## config.mk

```make
export PLATFORM = sky130hd
export DESIGN_NAME = cssc_master
export DESIGN_NICKNAME = d
export VERILOG_FILES = /design/src/verilog/cssc_pkg.sv /design/src/verilog/cssc_sync.sv /design/src/verilog/cssc_axil.sv /design/src/verilog/cssc_master.sv
export VERILOG_INCLUDE_DIRS = /design/src /design/src/verilog
export SDC_FILE = /design/constraint.sdc
export NUM_CORES = 1
export LEC_CHECK = 0
export ABC_AREA = 1
export BUFFER_PORTS_ARGS = -buffer_cell sky130_fd_sc_hd__buf_2
export CAP_MARGIN = 20
export CELL_PAD_IN_SITES_DETAIL_PLACEMENT = 1
export CELL_PAD_IN_SITES_GLOBAL_PLACEMENT = 2
export CORE_MARGIN = 3
export CORE_UTILIZATION = 37
export DETAILED_ROUTE_END_ITERATION = 8
export PLACE_DENSITY = 0.92
export SETUP_SLACK_MARGIN = 0.1
export SYNTH_ARGS = -nofsm -noshare
export SYNTH_HDL_FRONTEND = slang
export SYNTH_SLANG_ARGS = --single-unit
```

## constraint.sdc

```tcl
create_clock -name i_mclk -period 4.15 [get_ports i_mclk]
set_clock_uncertainty 0.05 [all_clocks]
set_input_delay 0.415 -clock i_mclk [delete_from_list [all_inputs] [get_ports i_mclk]]
set_output_delay 0.415 -clock i_mclk [all_outputs]
set_load 0.05 [all_outputs]
```

## src/verilog/cssc_defs.svh

```systemverilog
// Purpose: Constants for the converter serial command master
// Assumes: 10 MHz system clock
// Notes: Offsets are byte addresses on the control bus
`ifndef CSSC_DEFS_SVH
`define CSSC_DEFS_SVH
// Control register offsets
`define CSSC_OFF_CTRL 8'h00
`define CSSC_OFF_CMD 8'h04
`define CSSC_OFF_TXD 8'h08
`define CSSC_OFF_STAT 8'h0c
`define CSSC_OFF_RXD 8'h10
// Control register field positions
`define CSSC_CTRL_ENA 0
`define CSSC_CTRL_AUTOCFG 1
`define CSSC_CMD_GO 31
// Reset values
`define CSSC_CTRL_RST 32'h0000_0000
// Timing figures in their own units
`define CSSC_CLK_NS 100
`define CSSC_HALF_NS 500
`define CSSC_RST_WAIT_US 200
`define CSSC_CFG_WAIT_US 1000
`define CSSC_RAMW_WAIT_US 10
`define CSSC_CMP_WAIT_US 1000
`define CSSC_PROG_WAIT_US 4000
// Cycle counts derived from the figures, least times rounded up
`define CSSC_HALF_CYC ((`CSSC_HALF_NS + `CSSC_CLK_NS - 1) / `CSSC_CLK_NS)
`define CSSC_US_CYC(t) (((t) * 1000 + `CSSC_CLK_NS - 1) / `CSSC_CLK_NS)
// Opcodes
`define CSSC_OP_RAMW 8'h00
`define CSSC_OP_RAMR 8'h40
`define CSSC_OP_PWRRST 8'hf0
`define CSSC_OP_INITRST 8'hc0
`define CSSC_OP_CONT 8'hcc
`define CSSC_OP_SINGLE 8'hce
`define CSSC_OP_WDOFF 8'h9e
`define CSSC_OP_BGAPON 8'h87
`define CSSC_OP_ENAON 8'h91
`define CSSC_OP_CMPRD 8'ha0
`define CSSC_OP_NVWR 8'ha1
`define CSSC_OP_NVER 8'ha4
`define CSSC_OP_USRRD 8'ha5
`endif

```

## src/verilog/cssc_pkg.sv

```systemverilog
// Purpose: Types for the converter serial command master
// Assumes: Constants live in cssc_defs.svh
// Notes: States are Gray coded along the usual path except the step from wait back to idle
package cssc_pkg;
    typedef enum logic [2:0] {
        CSSC_IDLE = 3'h0,
        CSSC_PULSE = 3'h1,
        CSSC_SHIFT = 3'h3,
        CSSC_NEXT = 3'h2,
        CSSC_WAIT = 3'h6
    } cssc_state_e;
    typedef logic [31:0] cssc_word_t;
endpackage : cssc_pkg

```

## src/verilog/cssc_sync.sv

```systemverilog
// Purpose: Two flip-flop synchroniser for pin inputs
// Assumes: Single system clock
// Notes: The first stage feeds only the second
`timescale 1ns/1ps
module cssc_sync #(
    parameter int W = 1
) (
    // Clock and reset
    input wire logic i_mclk,
    input wire logic i_nrst,
    // Data
    input wire logic [W-1:0] i_d,
    output logic [W-1:0] o_q
);
    logic [W-1:0] meta_q;

    // Two stages to settle metastability
    always_ff @(posedge i_mclk) begin
        if (!i_nrst) begin
            meta_q <= '0;
            o_q <= '0;
        end else begin
            meta_q <= i_d;
            o_q <= meta_q;
        end
    end
endmodule : cssc_sync

```

## src/verilog/cssc_axil.sv

```systemverilog
// Purpose: AXI4-Lite slave for the command master registers
// Assumes: One outstanding write and read, 32-bit words
// Notes: Unmapped reads return zero with OKAY, writes to them are dropped
`timescale 1ns/1ps
`include "cssc_defs.svh"
module cssc_axil (
    // Clock and reset
    input wire logic i_mclk,
    input wire logic i_nrst,
    // Write address and data
    input wire logic [7:0] i_awaddr,
    input wire logic i_awvalid,
    output logic o_awready,
    input wire logic [31:0] i_wdata,
    input wire logic [3:0] i_wstrb,
    input wire logic i_wvalid,
    output logic o_wready,
    output logic [1:0] o_bresp,
    output logic o_bvalid,
    input wire logic i_bready,
    // Read
    input wire logic [7:0] i_araddr,
    input wire logic i_arvalid,
    output logic o_arready,
    output logic [31:0] o_rdata,
    output logic [1:0] o_rresp,
    output logic o_rvalid,
    input wire logic i_rready,
    // Register side
    output logic o_wr,
    output logic [7:0] o_wa,
    output logic [31:0] o_wd,
    output logic [7:0] o_ra,
    input wire logic [31:0] i_rd
);
    logic aw_q;
    logic w_q;
    logic [7:0] awa_q;
    logic [31:0] wd_q;

    assign o_awready = !aw_q && !o_bvalid;
    assign o_wready = !w_q && !o_bvalid;
    assign o_bresp = 2'h0;
    assign o_rresp = 2'h0;
    assign o_arready = !o_rvalid;
    assign o_ra = i_araddr;
    assign o_wr = aw_q && w_q;
    assign o_wa = awa_q;
    assign o_wd = wd_q;

    // Collect address and data in either order, answer once both are in
    always_ff @(posedge i_mclk) begin
        if (!i_nrst) begin
            aw_q <= 1'b0;
            w_q <= 1'b0;
            awa_q <= 8'h00;
            wd_q <= 32'h0000_0000;
            o_bvalid <= 1'b0;
        end else begin
            if (i_awvalid && o_awready) begin
                aw_q <= 1'b1;
                awa_q <= i_awaddr;
            end
            if (i_wvalid && o_wready) begin
                w_q <= 1'b1;
                wd_q <= i_wdata;
            end
            if (aw_q && w_q) begin
                aw_q <= 1'b0;
                w_q <= 1'b0;
                o_bvalid <= 1'b1;
            end
            if (o_bvalid && i_bready)
                o_bvalid <= 1'b0;
        end
    end

    // Read data is registered one cycle after the address
    always_ff @(posedge i_mclk) begin
        if (!i_nrst) begin
            o_rvalid <= 1'b0;
            o_rdata <= 32'h0000_0000;
        end else if (i_arvalid && o_arready) begin
            o_rvalid <= 1'b1;
            o_rdata <= i_rd;
        end else if (i_rready) begin
            o_rvalid <= 1'b0;
        end
    end
endmodule : cssc_axil

```

## src/verilog/cssc_master.sv

```systemverilog
// Purpose: Serial master that drives a strain-gauge converter command port
// Assumes: 10 MHz clock, software frames each command over AXI4-Lite
// Notes: Data pin is sampled, its edges and the serial clock are ours
`timescale 1ns/1ps
`include "cssc_defs.svh"
module cssc_master #(
    parameter int RST_WAIT = `CSSC_US_CYC(`CSSC_RST_WAIT_US),
    parameter int CFG_WAIT = `CSSC_US_CYC(`CSSC_CFG_WAIT_US),
    parameter int RAMW_WAIT = `CSSC_US_CYC(`CSSC_RAMW_WAIT_US),
    parameter int CMP_WAIT = `CSSC_US_CYC(`CSSC_CMP_WAIT_US),
    parameter int PROG_WAIT = `CSSC_US_CYC(`CSSC_PROG_WAIT_US)
) (
    // Clock and reset
    input wire logic i_mclk,
    input wire logic i_nrst,
    // AXI4-Lite write
    input wire logic [7:0] i_awaddr,
    input wire logic i_awvalid,
    output logic o_awready,
    input wire logic [31:0] i_wdata,
    input wire logic [3:0] i_wstrb,
    input wire logic i_wvalid,
    output logic o_wready,
    output logic [1:0] o_bresp,
    output logic o_bvalid,
    input wire logic i_bready,
    // AXI4-Lite read
    input wire logic [7:0] i_araddr,
    input wire logic i_arvalid,
    output logic o_arready,
    output cssc_pkg::cssc_word_t o_rdata,
    output logic [1:0] o_rresp,
    output logic o_rvalid,
    input wire logic i_rready,
    // Device pins
    output logic o_serial_port_select,
    output logic o_chip_select_low,
    output logic o_sck,
    output logic o_sdi,
    input wire logic i_sdo
);
    import cssc_pkg::*;

    localparam int CW = 16;
    localparam logic [CW-1:0] HALF = CW'(`CSSC_HALF_CYC);

    cssc_state_e state_q;
    logic [31:0] ctrl_q;
    logic [63:0] txd_q;
    logic [3:0] nbytes_q;
    logic [3:0] byte_q;
    logic [2:0] bit_q;
    logic [7:0] op_q;
    logic [7:0] sh_q;
    logic [CW-1:0] half_q;
    logic [23:0] wait_q;
    logic [31:0] rxd_q;
    logic sck_q;
    logic busy;
    logic go;
    logic wr;
    logic [7:0] wa;
    logic [31:0] wd;
    logic [7:0] ra;
    logic [31:0] rd;
    logic sdo_s;
    logic sdo_prev_q;
    logic ready_q;
    logic ena;

    cssc_axil u_bus (
        .i_mclk(i_mclk),
        .i_nrst(i_nrst),
        .i_awaddr(i_awaddr),
        .i_awvalid(i_awvalid),
        .o_awready(o_awready),
        .i_wdata(i_wdata),
        .i_wstrb(i_wstrb),
        .i_wvalid(i_wvalid),
        .o_wready(o_wready),
        .o_bresp(o_bresp),
        .o_bvalid(o_bvalid),
        .i_bready(i_bready),
        .i_araddr(i_araddr),
        .i_arvalid(i_arvalid),
        .o_arready(o_arready),
        .o_rdata(o_rdata),
        .o_rresp(o_rresp),
        .o_rvalid(o_rvalid),
        .i_rready(i_rready),
        .o_wr(wr),
        .o_wa(wa),
        .o_wd(wd),
        .o_ra(ra),
        .i_rd(rd)
    );

    // Data out comes from the device, so it crosses two flops first
    cssc_sync #(.W(1)) u_sync (
        .i_mclk(i_mclk),
        .i_nrst(i_nrst),
        .i_d(i_sdo),
        .o_q(sdo_s)
    );

    // One opcode per frame, so software keeps the command order
    assign busy = (state_q != CSSC_IDLE);
    assign ena = ctrl_q[`CSSC_CTRL_ENA];
    assign go = wr && (wa == `CSSC_OFF_CMD) && wd[`CSSC_CMD_GO] && !busy;
    assign o_serial_port_select = ena;
    assign o_sck = sck_q;
    assign o_sdi = sh_q[7];

    // Register writes; frames are refused while one is running
    always_ff @(posedge i_mclk) begin
        if (!i_nrst) begin
            ctrl_q <= `CSSC_CTRL_RST;
            txd_q <= 64'h0;
            nbytes_q <= 4'h0;
        end else if (wr) begin
            if (wa == `CSSC_OFF_CTRL)
                ctrl_q <= wd;
            if (wa == `CSSC_OFF_TXD && !busy)
                txd_q <= {txd_q[31:0], wd};
            // The buffer holds eight bytes, so larger counts are cut to
            // eight; a compare read needs more and is not carried whole
            if (go)
                nbytes_q <= (wd[3:0] > 4'h8) ? 4'h8 : wd[3:0];
        end
    end

    // Read mux: status shows busy, data out level and a result flag
    always_comb begin
        case (ra)
            `CSSC_OFF_CTRL: rd = ctrl_q;
            `CSSC_OFF_STAT: rd = {29'h0, ready_q, sdo_s, busy};
            `CSSC_OFF_RXD: rd = rxd_q;
            default: rd = 32'h0;
        endcase
    end

    // A falling edge on data out while idle marks a new result
    always_ff @(posedge i_mclk) begin
        if (!i_nrst) begin
            sdo_prev_q <= 1'b0;
            ready_q <= 1'b0;
        end else begin
            sdo_prev_q <= sdo_s;
            if (!busy && sdo_prev_q && !sdo_s)
                ready_q <= 1'b1;
            else if (go)
                ready_q <= 1'b0;
        end
    end

    // Frame engine: select pulse, then bytes, then the post-frame wait
    always_ff @(posedge i_mclk) begin
        if (!i_nrst) begin
            state_q <= CSSC_IDLE;
            o_chip_select_low <= 1'b0;
            sck_q <= 1'b0;
            half_q <= '0;
            byte_q <= 4'h0;
            bit_q <= 3'h0;
            op_q <= 8'h00;
            sh_q <= 8'h00;
            wait_q <= 24'h0;
            rxd_q <= 32'h0;
        end else begin
            case (state_q)
                CSSC_IDLE: begin
                    if (go) begin
                        // Select goes high for one half period
                        o_chip_select_low <= 1'b1;
                        half_q <= HALF;
                        op_q <= txd_q[63:56];
                        byte_q <= 4'h0;
                        state_q <= CSSC_PULSE;
                    end
                end
                CSSC_PULSE: begin
                    if (half_q > 1) begin
                        half_q <= half_q - 1'b1;
                    end else if (o_chip_select_low) begin
                        o_chip_select_low <= 1'b0;
                        half_q <= HALF;
                    end else begin
                        // Setup time before first clock edge
                        sh_q <= txd_q[63:56];
                        bit_q <= 3'h0;
                        half_q <= HALF;
                        state_q <= CSSC_SHIFT;
                    end
                end
                CSSC_SHIFT: begin
                    if (half_q > 1) begin
                        half_q <= half_q - 1'b1;
                    end else begin
                        half_q <= HALF;
                        sck_q <= !sck_q;
                        if (!sck_q) begin
                            // Rising edge: device sample, take its bit
                            rxd_q <= {rxd_q[30:0], sdo_s};
                        end else if (bit_q == 3'h7) begin
                            state_q <= CSSC_NEXT;
                        end else begin
                            // Falling edge: next bit goes out
                            sh_q <= {sh_q[6:0], 1'b0};
                            bit_q <= bit_q + 1'b1;
                        end
                    end
                end
                CSSC_NEXT: begin
                    if (byte_q + 1'b1 < nbytes_q) begin
                        byte_q <= byte_q + 1'b1;
                        sh_q <= txd_q[8'(55 - 8 * byte_q) -: 8];
                        bit_q <= 3'h0;
                        state_q <= CSSC_SHIFT;
                    end else begin
                        state_q <= CSSC_WAIT;
                        // Hold-off chosen from the opcode just sent
                        case (op_q)
                            `CSSC_OP_PWRRST, `CSSC_OP_INITRST:
                                wait_q <= ctrl_q[`CSSC_CTRL_AUTOCFG]
                                    ? 24'(CFG_WAIT)
                                    : 24'(RST_WAIT);
                            `CSSC_OP_RAMW: wait_q <= 24'(RAMW_WAIT);
                            `CSSC_OP_CMPRD: wait_q <= 24'(CMP_WAIT);
                            `CSSC_OP_NVWR: wait_q <= 24'(PROG_WAIT);
                            default: wait_q <= 24'h1;
                        endcase
                    end
                end
                CSSC_WAIT: begin
                    if (wait_q > 1)
                        wait_q <= wait_q - 1'b1;
                    else
                        state_q <= CSSC_IDLE;
                end
                default: state_q <= CSSC_IDLE;
            endcase
        end
    end
endmodule : cssc_master

```

==> metrics.md <==
| Metric | Value |
|---|---|
| Status | `finished clean` |
| Post-layout min period | `2800 ps` |
| Ys Warns | `0` |
| GRT Overall Usage | `19.7%` |
| Metal2 WL | `17.5 mm` |
| Setup WS pre-CTS | `1370 ps` |
| Via count | `11300` |
| Most frequent cell after synthesis | `dfxtp_1` |
| Vias in the first global route | `11500` |
| CTS tree | `yes` |
| Mapped cell area | `12300 um^2` |
| Via-to-Cell Ratio | `5.10` |
| Number of buffers created by CTS | `31` |
| Drt wl/cell | `16.1 um` |
| Worst Setup SP | `byte_q[0]` |
| Setup-failing EPs final | `0` |
| Initial core utilization | `37.6%` |
| Die ar. | `35400 um^2` |
| Final Cycle Share | `67.6%` |
| Fin Hold WS | `65.4 ps` |
| RSZ-0062 raised after global routing | `false` |
| Clock sinks | `280` |
| Final WS setup | `1350 ps` |
| Post-synth top cells | `280 x dfxtp_1, 255 x nand2_1, 244 x nor2_1` |
| Post-CTS Setup Inserts | `0` |
| Sequential area share after synthesis | `45.7%` |
| Top_reg_cell synth | `dfxtp_1` |
| Post-route antenna net violation count | `0` |
| First-pass GRT wire length | `58.2 mm` |
| Worst EP arrival | `3160 ps` |
| H-tree levels | `1` |
| Worst path cell trace | `nand3_1 -> xor2_1 -> ha_1 -> a21oi_1 -> nand2_1 -> nand2_1 -> nand2_1 -> o21ai_0 -> a21oi_1` |
| Fmax | `0.357 GHz` |
| Capture point of the worst path | `wait_q[4]` |
| Root buffer cell | `clkbuf_16` |
| Slowest CP cell | `nand2_1` |
| Placed cell count | `2147` |
| IO Port Bufs | `96` |
| GPL Wtd Cong | `0.809` |
| WL met1 | `16.3 mm` |
| Post-synth EDFFs | `0` |
| Worst-Skew Late Latency | `570 ps` |
| Worst Setup End Kind | `flip-flop` |
| CORE AREA | `32600 um^2` |
| Met3 wire len | `908 um` |
| Post-CTS Resized | `0` |
| Worst slew margin | `35.0%` |
| Final Slew Violations | `0` |
| CTS Buffer Depth | `3` |
| Ratio of cells with drive above 1 in the final layout | `11.5%` |
| Highest metal used | `met4` |
| Layout area overhead | `15.4%` |
| # IOs | `105` |
| Starting DRT DRC Count | `507` |
| Clock slew at reported path FFs | `60 ps` |
| Synth area leaders | `dfxtp_1 46%, nand2_1 7.8%, a21oi_1 7.5%, nor2_1 7.5%, o21ai_0 6.2%` |
| CP Max Fanout | `30` |
| Mean post-synth cell area | `7.28 um^2` |
| Synth unique cells | `46` |
| FP Rows | `66` |
| Die span in y | `188 um` |
| Type of the worst min-delay path | `primary input to flip-flop` |
| Reg2reg setup slack | `1350 ps` |
| Critical Path RT | `4510 ps` |
| RR Startpoint | `byte_q[0]` |
| Hold Buf Count CTS | `1` |
| Largest net degree at the start of global routing | `85` |
| Final hold violations | `0` |
| Residual DRC | `0` |
| Levels on crit path | `9` |
| Buf/Inv on CP | `0` |
| Die span in x | `188 um` |
| Worst vdd ir | `356 uV` |
| Post-synth top area share | `45.7%` |
| Ys async rst share | `0%` |
| Layout Utilization | `43.4%` |
| Cell leakage power | `5.54 nW` |
| CP startpoint kind | `flip-flop` |
| # nets final | `1811` |
| Max_cap viols | `0` |
| Reg2reg end | `wait_q[4]` |
| Initial antenna violation count | `0` |
| Mapped Cells | `1687` |
| Initial DRT Pass Iterations | `4` |
| CP dominant cell by count | `nand2_1` |
| Setup TNS | `0 ps` |
| Worst Reg-to-Reg Cells | `9` |
| Slew @ Worst Pin | `975 ps` |
| Crit-path leading delay family | `simple AND/OR/NAND/NOR gates` |
| Seq cells post-synth | `280` |
| Critical path class | `flip-flop to flip-flop` |
| Inserted Diodes | `0` |
| Slowest stage delay, CP | `560 ps` |
| Post-route insts no fill | `2207` |
| PD cells | `477 nW/um^2` |
| Area leader, netlist | `dfxtp_1` |
| Grt ovf | `0` |
| Post-Route WL | `35.4 mm` |
| DP HPWL | `24.5 mm` |
[worst min path at each step]
| stage | from | endpoint | slack, ps | cells past startpoint |
|---|---|---|---|---|
| floorplan | u_sync.meta_q | u_sync.o_q | 340 | 2 |
| global placement | u_sync.meta_q | u_sync.o_q | 350 | 2 |
| detailed placement | u_sync.meta_q | u_sync.o_q | 360 | 2 |
| CTS | i_wdata[11] | u_bus.o_wd[11] | 50 | 3 |
| global route | i_wdata[4] | u_bus.o_wd[4] | 70 | 3 |
| finish | i_wdata[11] | u_bus.o_wd[11] | 70 | 3 |
[cells in the final DEF (no fill, tap or decap), types with 3 or more instances in the layout]
cell,count
a211oi_1,93
a21oi_1,185
a22oi_1,3
buf_12,3
buf_2,95
buf_4,12
bufinv_16,4
clkbuf_1,5
clkbuf_16,31
clkbuf_8,5
clkinv_2,9
conb_1,4
dfxtp_1,280
ha_1,10
inv_1,170
inv_2,14
nand2_1,253
nand2_2,5
nand3_1,62
nand3b_1,4
nand4_1,9
nor2_1,244
nor2_2,6
nor2_4,4
nor3_1,20
o21ai_0,153
o21ai_1,34
o22ai_1,6
xnor2_1,4
xor2_1,14
[layout make-up]
| class | count | area, um^2 |
|---|---|---|
| multi-input cells | 1130 | 5570 |
| inverters | 185 | 697 |
| well taps | 442 | 553 |
| clock inverters | 16 | 204 |
| flip-flops and latches | 280 | 5610 |
| clock buffers | 41 | 863 |
| fillers | 4089 | 18500 |
| repair buffers | 113 | 674 |
[flip-flops by register name, summed over array words and instances (netlist names), 4 cells and up]
signal,flops
txd_q,64
ctrl_q,32
rxd_q,32
u_bus.o_rdata,32
u_bus.o_wd,32
wait_q,24
half_q,16
op_q,8
sh_q,8
u_bus.o_wa,8
byte_q,4
nbytes_q,4
[cells by family after synthesis]
family,synth area share [%]
buf+inv,9.16
simple gates,20.8
compound gates,22.0
other cells,0.0305
xor+xnor,1.28
fa+ha+maj,1.02
flops,45.7
[tightest hold or removal path, delay by kind of cell]
kind | cells | cell delay (ps)
AO/OA/AOI/OAI | 2 | 170
buffers and inverters | 1 | 70
[power by group]
part	internal, W	switching (W)
clock	0.00172	0.00116
combinational	0.000326	0.000681
sequential	0.00280	0.0000784
total	0.00484	0.00192
[routing by layer]
layer	global-route usage, %	up-vias
li1	-	5696
met4	4.47	0
met5	0	-
met3	2.39	52
met2	36.0	144
met1	24.8	5364
[per-stage QoR]
stage / area [um^2] / power, W
after floorplan: 12300 / 0.00367
after global placement: 13100 / 0.00389
after detailed placement: 13100 / 0.00394
after CTS: 14100 / 0.00682
after global routing: 14200 / 0.00709
final: 14200 / 0.00676
Note: power is estimated with default switching activity, not from simulation.
